## config.mk

```make
export PLATFORM = sky130hd
export DESIGN_NAME = pmm_map_decoder
export DESIGN_NICKNAME = d
export VERILOG_FILES = /design/src/core/pmm_pkg.sv /design/src/core/pmm_region_decode.sv /design/src/core/pmm_map_decoder.sv
export SDC_FILE = /design/constraint.sdc
export NUM_CORES = 1
export LEC_CHECK = 0
export BUFFER_PORTS_ARGS = -buffer_cell sky130_fd_sc_hd__buf_2
export CORE_ASPECT_RATIO = 0.7
export CORE_MARGIN = 2
export CORE_UTILIZATION = 35
export DETAILED_ROUTE_END_ITERATION = 6
export GPL_ROUTABILITY_DRIVEN = 0
export PLACE_DENSITY = 0.66
export RECOVER_POWER = 100
export SLEW_MARGIN = 20
export SYNTH_ARGS = -nofsm -noshare
export SYNTH_HDL_FRONTEND = slang
export SYNTH_SLANG_ARGS = --single-unit
```

## constraint.sdc

```tcl
create_clock -name hclk -period 9.15 [get_ports hclk]
set_clock_uncertainty 0.1 [all_clocks]
set_input_delay 0.4575 -clock hclk [delete_from_list [all_inputs] [get_ports hclk]]
set_output_delay 0.4575 -clock hclk [all_outputs]
set_load 0.05 [all_outputs]
```

## src/core/pmm_pkg.sv

```systemverilog
// Behaviour
// - top half from 800000h is configuration space
// - user access above implemented top raises error
// - fetch address is a 23-bit program counter
// - table access and 32-Kbyte data window supported
// - vector area ends at 0FEh or 1FEh
// - interrupt vector zero sits at 000014h
// - alternate table needs two boot pages, disable bit clear
// - alternate table starts at last boot page
// - alternate table mirrors primary size and order
// - first three alternate slots are reserved
// - vector area counts as boot or general
// - boot segment follows vector area, rest general except the config row
// - final flash row holds configuration words
// - configuration words copied to hidden registers at reset
// - boot sequence word is next-to-last config word
// - fetch addresses word aligned, execution steps by two
package pmm_pkg;
   typedef logic [23:0] paddr_t;

   // address map
   localparam paddr_t CFG_SPACE_BASE = 24'h800000;
   localparam paddr_t VEC_END_SMALL = 24'h0000FE;
   localparam paddr_t VEC_END_LARGE = 24'h0001FE;
   localparam paddr_t INT0_OFS = 24'h000014;
   localparam paddr_t ALT_RSVD_END = 24'h000004;
   localparam paddr_t WORD_STEP = 24'h000002;
   localparam int PC_BITS = 23;
   localparam int WIN_BITS = 15;
   localparam int PAGE_BITS = 8;

   // security word layout in the hidden configuration copy
   localparam int CFGW_SEC = 0;
   localparam int SEC_PAGES_LSB = 0;
   localparam int SEC_PAGES_W = 8;
   localparam int SEC_ALT_DIS_BIT = 8;
   localparam int SEC_VEC_BOOT_BIT = 9;
   localparam logic [7:0] MIN_ALT_PAGES = 8'h02;

   // register offsets
   localparam logic [7:0] REG_CTRL = 8'h00;
   localparam logic [7:0] REG_STATUS = 8'h04;
   localparam logic [7:0] REG_IRQ_STAT = 8'h08;
   localparam logic [7:0] REG_IRQ_MASK = 8'h0C;
   localparam logic [7:0] REG_ERR_ADDR = 8'h10;
   localparam int IRQ_W = 2;
   localparam int IRQ_ADDR_ERR = 0;
   localparam int IRQ_CFG_DONE = 1;
   localparam int ST_READY_BIT = 0;
   localparam int ST_ALT_BIT = 1;
   localparam int ST_VBOOT_BIT = 2;
   localparam int ST_PAGES_LSB = 8;

   // access ports
   localparam int PORT_PC = 0;
   localparam int PORT_TBL = 1;
   localparam int PORT_WIN = 2;
   localparam int NPORTS = 3;

   typedef struct packed {
      logic valid;
      logic write;
      paddr_t addr;
   } acc_req_t;

   typedef struct packed {
      logic valid;
      logic write;
      paddr_t addr;
      logic cfg_space;
      logic unimpl;
      logic vec_area;
      logic boot;
      logic general;
      logic cfg_row;
      logic alt_vec;
   } dec_res_t;

   typedef struct packed {
      logic alt_en;
      logic vec_in_boot;
      paddr_t boot_end;
      paddr_t last_boot_page_base;
   } seg_cfg_t;

   typedef enum logic [1:0] {
      LD_ISSUE = 2'b00,
      LD_WAIT = 2'b01,
      LD_CAPT = 2'b10,
      LD_DONE = 2'b11
   } load_st_t;
endpackage

```

## src/core/pmm_region_decode.sv

```systemverilog
`timescale 1ns/10ps
module pmm_region_decode
   import pmm_pkg::*;
#(
   parameter paddr_t PROG_TOP = 24'h02AFFE,
   parameter paddr_t VEC_END = 24'h0001FE,
   parameter paddr_t CFG_ROW_BASE = 24'h02AF00
)
(
   // access and segment setup
   input acc_req_t req,
   input seg_cfg_t seg,
   // classification
   output dec_res_t res
);
   logic user;
   logic impl;

   // split the map and classify one address
   always_comb
   begin
      user = (req.addr < CFG_SPACE_BASE);
      impl = user && (req.addr <= PROG_TOP);
      res = '0;
      res.valid = req.valid;
      res.write = req.write;
      res.addr = req.addr;
      res.cfg_space = !user;
      res.unimpl = user && !impl;
      res.vec_area = impl && (req.addr <= VEC_END);
      res.cfg_row = impl && (req.addr >= CFG_ROW_BASE);
      // vector area joins boot or general by security setting
      if (res.vec_area)
      begin
         res.boot = seg.vec_in_boot;
         res.general = !seg.vec_in_boot;
      end
      else if (impl && !res.cfg_row)
      begin
         res.boot = (req.addr < seg.boot_end);
         res.general = !res.boot;
      end
      res.alt_vec = seg.alt_en && res.boot && (req.addr >= seg.last_boot_page_base)
         && (req.addr <= seg.last_boot_page_base + VEC_END);
   end
endmodule

```

## src/core/pmm_map_decoder.sv

```systemverilog
`timescale 1ns/10ps
module pmm_map_decoder
   import pmm_pkg::*;
#(
   parameter paddr_t PROG_TOP = 24'h02AFFE,
   parameter bit LARGE_IVT = 1'b1,
   parameter int ROW_WORDS = 128,
   parameter int PAGE_WORDS = 1024,
   parameter int CFG_WORDS = 8
)
(
   // clock and reset
   input wire logic hclk,
   input wire logic hresetn,
   // ahb-lite slave
   input wire logic hsel,
   input wire logic [31:0] haddr,
   input wire logic [1:0] htrans,
   input wire logic hwrite,
   input wire logic [2:0] hsize,
   input wire logic [31:0] hwdata,
   input wire logic hready,
   output logic [31:0] hrdata,
   output logic hreadyout,
   output logic hresp,
   output logic irq,
   // core access requests
   input wire logic pc_valid,
   input wire logic [PC_BITS-1:0] pc_addr,
   input wire logic tbl_valid,
   input wire logic tbl_write,
   input wire paddr_t tbl_addr,
   input wire logic win_valid,
   input wire logic win_write,
   input wire logic [WIN_BITS-1:0] win_offset,
   input wire logic vec_valid,
   input wire logic vec_use_alt,
   input wire logic [7:0] vec_num,
   // decode results
   output dec_res_t [NPORTS-1:0] res,
   output paddr_t pc_next,
   output logic addr_err,
   output paddr_t vec_addr,
   output logic vec_ok,
   output logic vec_alt,
   // configuration flash read port
   output logic cfg_rd_en,
   output paddr_t cfg_rd_addr,
   input wire paddr_t cfg_rd_data,
   output logic cfg_ready,
   output paddr_t boot_seq_word
);
   localparam paddr_t VEC_END = LARGE_IVT ? VEC_END_LARGE : VEC_END_SMALL;
   localparam paddr_t BOOT_START = VEC_END + WORD_STEP;
   localparam paddr_t PAGE_SPAN = paddr_t'(2 * PAGE_WORDS);
   localparam paddr_t CFG_ROW_BASE = paddr_t'(PROG_TOP + 2 - 2 * ROW_WORDS);
   localparam paddr_t CFG_WORD_BASE = paddr_t'(PROG_TOP + 2 - 2 * CFG_WORDS);
   localparam int CW = $clog2(CFG_WORDS);
   localparam logic [CW-1:0] CFG_LAST = CW'(CFG_WORDS - 1);
   localparam int BSEQ_IDX = CFG_WORDS - 2;
   localparam paddr_t SEC_RESET = 24'h000100;

   // hidden configuration copy
   load_st_t ld_st_r, ld_st_nxt;
   logic [CW-1:0] ld_cnt_r, ld_cnt_nxt;
   logic cfg_rd_en_r, cfg_rd_en_nxt;
   paddr_t cfg_rd_addr_r, cfg_rd_addr_nxt;
   paddr_t cfg_mem_r [CFG_WORDS];
   logic cfg_we;
   logic cfg_ready_r, cfg_ready_nxt;
   logic cfg_done_ev;

   // reset-time copy of the configuration words from flash
   always_comb
   begin
      ld_st_nxt = ld_st_r;
      ld_cnt_nxt = ld_cnt_r;
      cfg_rd_en_nxt = 1'b0;
      cfg_rd_addr_nxt = cfg_rd_addr_r;
      cfg_we = 1'b0;
      cfg_ready_nxt = cfg_ready_r;
      cfg_done_ev = 1'b0;
      unique case (ld_st_r)
         LD_ISSUE:
         begin
            cfg_rd_en_nxt = 1'b1;
            cfg_rd_addr_nxt = CFG_WORD_BASE + paddr_t'({ld_cnt_r, 1'b0});
            ld_st_nxt = LD_WAIT;
         end
         LD_WAIT: ld_st_nxt = LD_CAPT;
         LD_CAPT:
         begin
            cfg_we = 1'b1;
            if (ld_cnt_r == CFG_LAST)
            begin
               ld_st_nxt = LD_DONE;
               cfg_ready_nxt = 1'b1;
               cfg_done_ev = 1'b1;
            end
            else
            begin
               ld_cnt_nxt = ld_cnt_r + 1'b1;
               ld_st_nxt = LD_ISSUE;
            end
         end
         LD_DONE: ld_st_nxt = LD_DONE;
      endcase
   end

   always_ff @(posedge hclk or negedge hresetn)
   begin
      if (!hresetn)
      begin
         ld_st_r <= LD_ISSUE;
         ld_cnt_r <= '0;
         cfg_rd_en_r <= 1'b0;
         cfg_rd_addr_r <= '0;
         cfg_ready_r <= 1'b0;
         for (int i = 0; i < CFG_WORDS; i++)
            cfg_mem_r[i] <= SEC_RESET;
      end
      else
      begin
         ld_st_r <= ld_st_nxt;
         ld_cnt_r <= ld_cnt_nxt;
         cfg_rd_en_r <= cfg_rd_en_nxt;
         cfg_rd_addr_r <= cfg_rd_addr_nxt;
         cfg_ready_r <= cfg_ready_nxt;
         if (cfg_we)
            cfg_mem_r[ld_cnt_r] <= cfg_rd_data; // only flash feeds it
      end
   end

   // segment layout from the security word
   seg_cfg_t seg;
   logic [SEC_PAGES_W-1:0] boot_pages;
   always_comb
   begin
      boot_pages = cfg_mem_r[CFGW_SEC][SEC_PAGES_LSB +: SEC_PAGES_W];
      seg.vec_in_boot = cfg_mem_r[CFGW_SEC][SEC_VEC_BOOT_BIT];
      seg.boot_end = paddr_t'(BOOT_START + boot_pages * PAGE_SPAN);
      seg.last_boot_page_base = seg.boot_end - PAGE_SPAN;
      seg.alt_en = (boot_pages >= MIN_ALT_PAGES)
         && !cfg_mem_r[CFGW_SEC][SEC_ALT_DIS_BIT];
   end

   // the three access paths, one decoder each
   acc_req_t [NPORTS-1:0] req;
   dec_res_t [NPORTS-1:0] dec;
   logic [PAGE_BITS-1:0] win_page_r, win_page_nxt;
   always_comb
   begin
      req[PORT_PC] = '{pc_valid, 1'b0,
         {1'b0, pc_addr[PC_BITS-1:1], 1'b0}};
      req[PORT_TBL] = '{tbl_valid, tbl_write, tbl_addr};
      req[PORT_WIN] = '{win_valid, win_write, {1'b0, win_page_r, win_offset}};
   end

   for (genvar g = 0; g < NPORTS; g++)
   begin : g_dec
      pmm_region_decode #(
         .PROG_TOP(PROG_TOP),
         .VEC_END(VEC_END),
         .CFG_ROW_BASE(CFG_ROW_BASE)
      ) u_dec (
         .req(req[g]),
         .seg(seg),
         .res(dec[g])
      );
   end

   // registered results, error pulse and vector placement
   dec_res_t [NPORTS-1:0] res_r, res_nxt;
   paddr_t pc_next_r, pc_next_nxt;
   logic addr_err_r, addr_err_nxt;
   paddr_t err_addr_r, err_addr_nxt;
   paddr_t vec_addr_r, vec_addr_nxt;
   logic vec_ok_r, vec_ok_nxt;
   logic vec_alt_r, vec_alt_nxt;
   paddr_t vec_ofs;
   always_comb
   begin
      res_nxt = dec;
      pc_next_nxt = dec[PORT_PC].addr + WORD_STEP;
      addr_err_nxt = 1'b0;
      err_addr_nxt = err_addr_r;
      for (int p = NPORTS - 1; p >= 0; p--)
         if (dec[p].valid && dec[p].unimpl)
         begin
            addr_err_nxt = 1'b1;
            err_addr_nxt = dec[p].addr;
         end
      vec_ofs = INT0_OFS + paddr_t'({vec_num, 1'b0});
      vec_alt_nxt = vec_valid && vec_use_alt && seg.alt_en;
      vec_addr_nxt = vec_alt_nxt ? seg.last_boot_page_base + vec_ofs : vec_ofs;
      vec_ok_nxt = vec_valid && (vec_ofs <= VEC_END);
   end

   always_ff @(posedge hclk or negedge hresetn)
   begin
      if (!hresetn)
      begin
         res_r <= '0;
         pc_next_r <= '0;
         addr_err_r <= 1'b0;
         err_addr_r <= '0;
         vec_addr_r <= '0;
         vec_ok_r <= 1'b0;
         vec_alt_r <= 1'b0;
      end
      else
      begin
         res_r <= res_nxt;
         pc_next_r <= pc_next_nxt;
         addr_err_r <= addr_err_nxt;
         err_addr_r <= err_addr_nxt;
         vec_addr_r <= vec_addr_nxt;
         vec_ok_r <= vec_ok_nxt;
         vec_alt_r <= vec_alt_nxt;
      end
   end

   // ahb-lite slave: writes zero wait, reads one wait state
   logic [7:0] bus_addr_r, bus_addr_nxt;
   logic wr_pend_r, wr_pend_nxt;
   logic rd_pend_r, rd_pend_nxt;
   logic hreadyout_r, hreadyout_nxt;
   logic [31:0] hrdata_r, hrdata_nxt;
   logic [IRQ_W-1:0] irq_stat_r, irq_stat_nxt;
   logic [IRQ_W-1:0] irq_mask_r, irq_mask_nxt;
   logic irq_r, irq_nxt;
   logic take;
   logic [IRQ_W-1:0] ev;
   always_comb
   begin
      take = hsel && htrans[1] && hready;
      bus_addr_nxt = take ? haddr[7:0] : bus_addr_r;
      wr_pend_nxt = take && hwrite;
      rd_pend_nxt = take && !hwrite;
      hreadyout_nxt = !(take && !hwrite);
      hrdata_nxt = hrdata_r;
      win_page_nxt = win_page_r;
      irq_mask_nxt = irq_mask_r;
      ev = '0;
      ev[IRQ_ADDR_ERR] = addr_err_nxt;
      ev[IRQ_CFG_DONE] = cfg_done_ev;
      irq_stat_nxt = irq_stat_r;
      if (wr_pend_r)
         unique case (bus_addr_r)
            REG_CTRL: win_page_nxt = hwdata[PAGE_BITS-1:0];
            REG_IRQ_STAT: irq_stat_nxt = irq_stat_r & ~hwdata[IRQ_W-1:0];
            REG_IRQ_MASK: irq_mask_nxt = hwdata[IRQ_W-1:0];
            default: ;
         endcase
      irq_stat_nxt = irq_stat_nxt | ev; // a new event beats the clear
      irq_nxt = |(irq_stat_nxt & irq_mask_nxt);
      if (rd_pend_r)
      begin
         hrdata_nxt = '0;
         unique case (bus_addr_r)
            REG_CTRL: hrdata_nxt[PAGE_BITS-1:0] = win_page_r;
            REG_STATUS:
            begin
               hrdata_nxt[ST_READY_BIT] = cfg_ready_r;
               hrdata_nxt[ST_ALT_BIT] = seg.alt_en;
               hrdata_nxt[ST_VBOOT_BIT] = seg.vec_in_boot;
               hrdata_nxt[ST_PAGES_LSB +: SEC_PAGES_W] = boot_pages;
            end
            REG_IRQ_STAT: hrdata_nxt[IRQ_W-1:0] = irq_stat_r;
            REG_IRQ_MASK: hrdata_nxt[IRQ_W-1:0] = irq_mask_r;
            REG_ERR_ADDR: hrdata_nxt[23:0] = err_addr_r;
            default: ;
         endcase
      end
   end

   always_ff @(posedge hclk or negedge hresetn)
   begin
      if (!hresetn)
      begin
         bus_addr_r <= '0;
         wr_pend_r <= 1'b0;
         rd_pend_r <= 1'b0;
         hreadyout_r <= 1'b1;
         hrdata_r <= '0;
         win_page_r <= '0;
         irq_stat_r <= '0;
         irq_mask_r <= '0;
         irq_r <= 1'b0;
      end
      else
      begin
         bus_addr_r <= bus_addr_nxt;
         wr_pend_r <= wr_pend_nxt;
         rd_pend_r <= rd_pend_nxt;
         hreadyout_r <= hreadyout_nxt;
         hrdata_r <= hrdata_nxt;
         win_page_r <= win_page_nxt;
         irq_stat_r <= irq_stat_nxt;
         irq_mask_r <= irq_mask_nxt;
         irq_r <= irq_nxt;
      end
   end

   // outputs straight from flops, hresp tied to zero
   assign hrdata = hrdata_r;
   assign hreadyout = hreadyout_r;
   assign hresp = 1'b0;
   assign irq = irq_r;
   assign res = res_r;
   assign pc_next = pc_next_r;
   assign addr_err = addr_err_r;
   assign vec_addr = vec_addr_r;
   assign vec_ok = vec_ok_r;
   assign vec_alt = vec_alt_r;
   assign cfg_rd_en = cfg_rd_en_r;
   assign cfg_rd_addr = cfg_rd_addr_r;
   assign cfg_ready = cfg_ready_r;
   assign boot_seq_word = cfg_mem_r[BSEQ_IDX];
endmodule

```

Yosys cells after proc, flatten, opt, wreduce, memory -nomap -nowiden

Index checks and enable logic that the tools add are counted.
W data, S select, Z words.

Input bits: 175
Logic and storage cells: 194
Output and inout bits: 235
Flip-flop bits (word level): 441

$lt $le $gt $ge: 25
Reduce and logical (&&, ||, !) cells: 59
Bitwise logic cells: 6
Muxes and demuxes: 31
$add $sub $neg: 8
Eq/ne operators: 8

Operators with widths:

| cell                     | number |
|---|---|
| $bwmux W192              | 1 |
| $mux W24                 | 5 |
| $demux W24 S3            | 1 |
| $ge A23 B24 Y1           | 2 |
| $le A23 B24 Y1           | 2 |
| $lt A23 B24 Y1 const B   | 2 |
| $ge A23 B18 Y1 const B   | 2 |
| $le A23 B18 Y1 const B   | 2 |
| $le A23 B9 Y1 const B    | 2 |
| $lt A23 B20 Y1           | 2 |
| $logic_and A1 B1 Y1      | 36 |
| $add A23 B2 Y24 const B  | 1 |
| $ge A24 B18 Y1 const B   | 1 |
| $ge A24 B24 Y1           | 1 |
| $le A24 B18 Y1 const B   | 1 |
| $le A24 B24 Y1           | 1 |
| $le A24 B9 Y1 const B    | 1 |
| $lt A24 B20 Y1           | 1 |
| $lt A24 B24 Y1 const B   | 1 |
| $add A21 B10 Y22 const B | 1 |
| $add A21 B11 Y22         | 1 |
| $mux W2                  | 11 |
| $sub A20 B12 Y21 const B | 1 |
| $add A10 B19 Y20 const A | 1 |
| 31 further kinds         | 57 |

Logic depth before layout (Yosys ltp)

Gate-level depths: netlist (run 1).

Word-level depth: 11
Depth in mapped cells: 12

Hierarchy

Synthesis (run 1) repeated with hierarchy kept, for this count alone.

Cell total of the unflattened synthesis: 1,715
Area, all modules: 17,211.5 um^2

Modules (own cells, without submodules):

| module                                 | instances | seq. area each (um^2) | area an instance (um^2) | cells each |
|---|---|---|---|---|
| pmm_map_decoder                        | 1         | 6,560.0               | 10,022.1                | 722 |
| pmm_region_decode (g_dec[0].u_dec ...) | 2         | 0.0                   | 2,386.0                 | 329 |
| pmm_region_decode (g_dec[2].u_dec)     | 1         | 0.0                   | 2,417.3                 | 335 |

Worst setup path after synthesis (run 1)

Ideal clock, no wire load.

Path type: reg2reg
Start: reg cfg_mem_r, in the netlist boot_pages[0]
End: reg res_r, in the netlist res[66]
Clock period less this slack: 3.012 ns
Setup slack: 6.138 ns
Required time: 8.949 ns
Data arrival time: 2.811 ns
Stages on the path, launching flop included: 13
Path through: dfrtp_1 > inv_1 > ha_1 > or3b_1 > xnor2_1 > ha_1 > and4_1 > o21ai_0 > nand3_1 > a221o_1 > nor3_1 > nor3_1 > nor4_1

RTL lines:

| what                             | line                   | source |
|---|---|---|
| start: declaration               | pmm_map_decoder.sv:68  | `paddr_t cfg_mem_r [CFG_WORDS];` |
| start signal: indexed assignment | pmm_map_decoder.sv:130 | `cfg_mem_r[ld_cnt_r] <= cfg_rd_data;` |
| end signal: assignment           | pmm_map_decoder.sv:213 | `res_r <= res_nxt;` |
| end: declaration                 | pmm_map_decoder.sv:173 | `dec_res_t [NPORTS-1:0] res_r, res_nxt;` |

==> results_dict.tcl, run 1 <==
set metrics [dict create \
    cts_tree "yes" \
    period_share 0.536 \
    portBuffers 329 \
    relSlewSlack -1.62 \
    cts.root.buffer_cell "clkbuf_16" \
    synthDistinctLibCells 68 \
    grt_pass1_wl_microns 56100 \
    synthToLayoutAreaGrowth_pct 22.9 \
    ys.flop_type "dfrtp_1" \
    violations "capacitance limit, slew limit" \
    nFillCells 3238 \
    critPathLaunchType "input port" \
    num_vias 9201 \
    dieArea_sq_mm 0.0348 \
    synth_edf_count 0 \
    post-route-util 0.439 \
    powerDensity_mw_per_mm2 206 \
    synth_area_sq_mm 0.0116 \
    numCtsBuffers 27 \
    placed_cells 1707 \
    fin_setup_tns_ns 0 \
    grt.total_usage 0.212 \
    die_w_microns 222 \
    critPathMaxFanout 107 \
    core_area_sq_mm 0.0326 \
    holdPathStages 2 \
    hpwl_microns 27600 \
    drc_errors 0 \
    holdCritStartpoint "hwdata[2]" \
    row_count 55 \
    fin_crit_ns 4.90 \
    tightest_slew_ns 3.93 \
    antenna_found_initial 0 \
    rsz0062_at_grt "no" \
    critPathCaptureType "async pin" \
    status "finished with violations" \
    cts_resized 0 \
    htreeDepth 1 \
    holdCritPathClass "in -> reg" \
    final-seq-area_sq_mm 0.00638 \
    finalSetupViolCount 0 \
    dieHeight_microns 157 \
    grt_pass1_vias 9178 \
    cts.clk_slew.worst_paths_ns 0.06 \
    start_util 0.358 \
    r2r_slack_ns 5.03 \
    ios 410 \
    clk_path_buf_depth 3 \
    multi_input_area_sq_mm 0.00453 \
    wl_per_cell_microns 20.7 \
    crit_arrival_ns 4.55 \
    worstSetupPathType "in -> async" \
    worstReg2RegStart "win_page_r[4]" \
    final_cells 1797 \
    viasPerCell 5.12 \
    first_pass_iters 6 \
    grt_remaining_overflow 0 \
    peakVddDrop_mv 0.127 \
    yosysSeqAreaShare 0.549 \
    final_nets 1589 \
    wl_microns 37200 \
    worstSkewPairLatency_ns 0.56 \
    place_area_sq_mm 0.0134 \
    async_flop_share 1.00 \
    drtIter0Drc 623 \
    leakagePower_nw 6.21 \
    yosysWarnings 0 \
    min_to "win_page_r[2]" \
    max_freq_mhz 204 \
    p_total_mw 2.94 \
    final_area_sq_mm 0.0143 \
    grt_max_degree 108 \
    ys_ff_latch 255 \
    postRouteAntennaNets 0 \
    fin_ws_ns 4.25 \
    r2r_cells 7 \
    drv_cap 3 \
    required_ns 8.79 \
    reg2reg_to "irq" \
    hold_slack_ns 0.0258 \
    cts_sinks 255 \
    synth_area_per_cell_sq_um 11.5 \
    drive_gt1_frac 0.127 \
    syn_inst 1015 \
    finalHoldViolCount 0 \
    maxSlewViolCount 154 \
    post-place-ws_ns 5.28 \
]
-- power breakdown --
group	switching [mW]	internal, mW
registers	0.0564	1.20
logic	0.385	0.129
clock network	0.470	0.704
total	0.911	2.03
-- layer usage --
layer | track usage | share of wire | up-vias
met5 | 0 | 0 | -
met4 | 0.0457 | 0.019 | 0
met3 | 0.0610 | 0.085 | 50
met2 | 0.326 | 0.44 | 406
met1 | 0.299 | 0.45 | 4558
li1 | - | - | 4187
-- worst max-delay path, cell delays in order --
cell and delay, ns:
dlygate4sd3_1 0.56, buf_8 0.62, clkbuf_1 2.81
-- cells in the final DEF (no fill, tap or decap), types with 17 or more instances in the layout --
master and count:
mux2_2 60, dfrtp_1 252, xnor2_1 20, o21ai_0 31, clkbuf_1 286, inv_1 43
ha_1 65, nor3_1 18, a21o_1 17, clkbuf_16 27, a222oi_1 21, nor2_1 64
buf_2 54, conb_1 27, a21oi_1 29, dlygate4sd3_1 39, nand2_1 87, nand3_1 40
-- registers in the layout (all words and copies together) (netlist names), 4 cells and up --
name,cells
cfg_rd_addr,4
vec_addr,20
boot_pages,8
hrdata,24
pc_next,23
win_page_r,8
err_addr_r,24
res,92
boot_seq_word,24
bus_addr_r,8
-- how the worst max path moves through the flow --
stage                  startpoint     endpoint  slack, ns  cells past startpoint
detailed placement  boot_pages[0]       res[0]       5.28                     11
global placement    boot_pages[0]       res[0]       5.29                     11
global route              hresetn  vec_addr[8]       3.21                      3
floorplan           boot_pages[0]      res[66]       6.14                     12
finish                    hresetn  vec_addr[7]       4.25                      3
CTS                 boot_pages[0]       res[0]       5.26                     11
-- final cells by class --
type | count | share of cell area
Sequential cell | 255 | 0.446
Multi-Input combinational cell | 645 | 0.317
Timing Repair Buffer | 377 | 0.122
Clock buffer | 38 | 0.0543
Tap cell | 427 | 0.0374
Clock inverter | 11 | 0.0116
Inverter | 43 | 0.0113
Antenna cell | 1 | 0.000175
-- synth_stat cells (all sizes together), types with 15 or more instances --
cell type,instances,share of area
xnor2,21,0.016
dfrtp,252,0.54
nand4,15,0.0081
nor3,19,0.0082
a222oi,21,0.018
ha,65,0.070
nor2,64,0.021
nand2,88,0.029
a21o,17,0.011
clkbuf,24,0.0077
o21ai,31,0.013
inv,43,0.014
nand3,40,0.017
a21oi,29,0.012
mux2,62,0.060
xor2,15,0.011
buf,74,0.047
-- repair_timing --
item                      CTS  global route
hold endpoints to repair  141             1
buffers inserted            0             0
hold buffers               38             1
-- kinds of logic after synthesis --
group | Yosys count | share of synthesized area
compound gates | 159 | 0.0979
xor+xnor | 36 | 0.0277
fa+ha+maj | 66 | 0.0708
buf+inv | 141 | 0.0690
flops | 255 | 0.549
mux | 68 | 0.0651
other cells | 1 | 0.000322
simple gates | 289 | 0.120
Note: power is estimated with default switching activity, not from simulation.
==> run 2, diff against run 1 <==
==> constraint.sdc (replaced) <==
create_clock -name hclk -period 4.8 [get_ports hclk]
set_clock_uncertainty 0.1 [all_clocks]
set_input_delay 0.24 -clock hclk [delete_from_list [all_inputs] [get_ports hclk]]
set_output_delay 0.24 -clock hclk [all_outputs]
set_load 0.05 [all_outputs]
==> run 2 against run 1 <==
  * The flow still finishes with violations (capacitance limit, slew limit)
  * Clock-buffer cell count is 7 lower
  * Power is 91% higher
  * Sequential cell count did not move
  * Final area is 5.7% higher
  * Wire length increased by 2.9%
  * Global-route usage up 0.59 points
  * Final cell count rose by 4.6%
==> results_dict.tcl, run 2 (synthesis results as in run 1) <==
set metrics [dict create \
    critical_path.slowest_cell "clkbuf_1" \
    hold_slack_ns 0.132 \
    wl_met1_microns 17300 \
    worstSetupPathType "in -> reg" \
    critPathCaptureType "flip-flop" \
    antenna_found_initial 0 \
    final_area_sq_mm 0.0151 \
    dieHeight_microns 157 \
    largest_reg_flops 92 \
    cts.root.buffer_cell "clkbuf_16" \
    portBuffers 329 \
    place_area_sq_mm 0.0134 \
    wl_microns 38300 \
    finalHoldViolCount 0 \
    r2r_cells 11 \
    cts.clk_slew.worst_paths_ns 0.06 \
    grt_pass1_wl_microns 57700 \
    relSlewSlack -0.989 \
    required_ns 5.14 \
    internal-power_mw 3.86 \
    final_common_cell "clkbuf_1" \
    cts_tree "yes" \
    final_nets 1672 \
    dieArea_sq_mm 0.0348 \
    powerDensity_mw_per_mm2 372 \
    maxSlewViolCount 149 \
    fin_crit_ns 4.30 \
    critPathMaxFanout 28 \
    clk_path_buf_depth 3 \
    postRouteAntennaNets 0 \
    drv_cap 2 \
    critPathLaunchType "input port" \
    numCtsBuffers 27 \
    swShare 0.312 \
    start_util 0.358 \
    crit_path_max_incr_delay_ns 1.15 \
    nFillCells 3106 \
    cts_setup_buffers 0 \
    final_cell_mix "clkbuf_1, dfrtp_1, dlygate4sd3_1, nand2_1, ha_1" \
    maxUsedRoutingLayer "met4" \
    num_vias 9543 \
    cp_common_cell "clkbuf_1" \
    grt.total_usage 0.218 \
    route.met3.wl_microns 3170 \
    holdPathStages 3 \
    drc_errors 0 \
    p_clk_frac 0.389 \
    period_share 0.897 \
    wl_per_cell_microns 20.4 \
    tightest_slew_ns 2.98 \
    holdCritPathClass "in -> reg" \
    cts_sinks 255 \
    peakVddDrop_mv 0.267 \
    worstSkewPairLatency_ns 0.55 \
    rsz0062_at_grt "no" \
    path_cells "dlygate4sd3_1, clkbuf_1, or4_1, or2_0, a21o_1, and2_1, a211oi_4, clkbuf_1, nand2_2, a22o_1" \
    max_freq_mhz 232 \
    pwr-share-comb 0.185 \
    finalSetupViolCount 0 \
    core_area_sq_mm 0.0326 \
    grt_max_degree 120 \
    drive_gt1_frac 0.127 \
    fin_setup_tns_ns 0 \
    seqPwrFrac 0.426 \
    switching_power_mw 1.75 \
    grt_remaining_overflow 0 \
    status "finished with violations" \
    htreeDepth 1 \
    met2WireLength_microns 17100 \
    leakagePower_nw 6.54 \
    diodes 0 \
    die_w_microns 222 \
    viasPerCell 5.08 \
    synthToLayoutAreaGrowth_pct 29.8 \
    grt_pass1_vias 9649 \
    first_pass_iters 5 \
    violations "capacitance limit, slew limit" \
    hpwl_microns 27500 \
    ios 410 \
    crit_arrival_ns 4.64 \
    row_count 55 \
    p_total_mw 5.62 \
    drtIter0Drc 727 \
]
run 2: layout make-up:
type,instances,area [sq um],area share
timing repair buffer,460,2570,0.170
clock inverter,19,219,0.0145
clock buffer,31,711,0.0470
multi-input combinational,645,4530,0.300
tap,427,534,0.0354
inverter,43,161,0.0107
sequential,255,6380,0.423
run 2: per-stage QoR:
step                      setup WS [ns]  utilization  cells
after floorplan                    1.79            -   1041
after global placement             1.26        0.411   1710
after detailed placement           1.10        0.411   1710
after CTS                          1.09        0.476   1880
after global routing              0.410        0.464   1880
final                             0.495        0.464   1880
run 2: timing repair:
action / 4_1_cts / 5_1_grt
endpoints found under the hold margin: 297 / 0
gates resized for setup: 0 / 0
hold buffers: 120 / 0
run 2: layer usage:
| layer | global-route usage | vias to the layer above |
|---|---|---|
| met5 | 0 | - |
| met4 | 0.0512 | 0 |
| met3 | 0.0599 | 48 |
| met2 | 0.343 | 403 |
| met1 | 0.301 | 4734 |
| li1 | - | 4358 |
run 2: power groups by stage:
stage	clock, mW	combinational [mW]	sequential (mW)
CTS	2.25	1.08	2.39
global route	2.35	1.11	2.41
floorplan	0	0.413	2.67
finish	2.19	1.04	2.39
detailed placement	0	0.996	2.43
global placement	0	0.979	2.42
run 2: final timing paths:
check	endpoint	start	slack, ns
worst max-delay path	irq	pc_addr[19]	0.50
worst min-delay path	vec_addr[11]	vec_use_alt	0.13
worst max register to register	res[0]	boot_pages[1]	1.01
worst min register to register	err_addr_r[23]	err_addr_r[23]	0.39
max in group asynchronous	vec_addr[22]	hresetn	1.17
min in group asynchronous	res[98]	hresetn	1.09
run 2: worst max-delay path: cells and delay by family:
family	cells	cell delay, ns
buffers and inverters	3	1.94
AND/OR/NAND/NOR	4	1.58
AO/OA/AOI/OAI	3	0.86
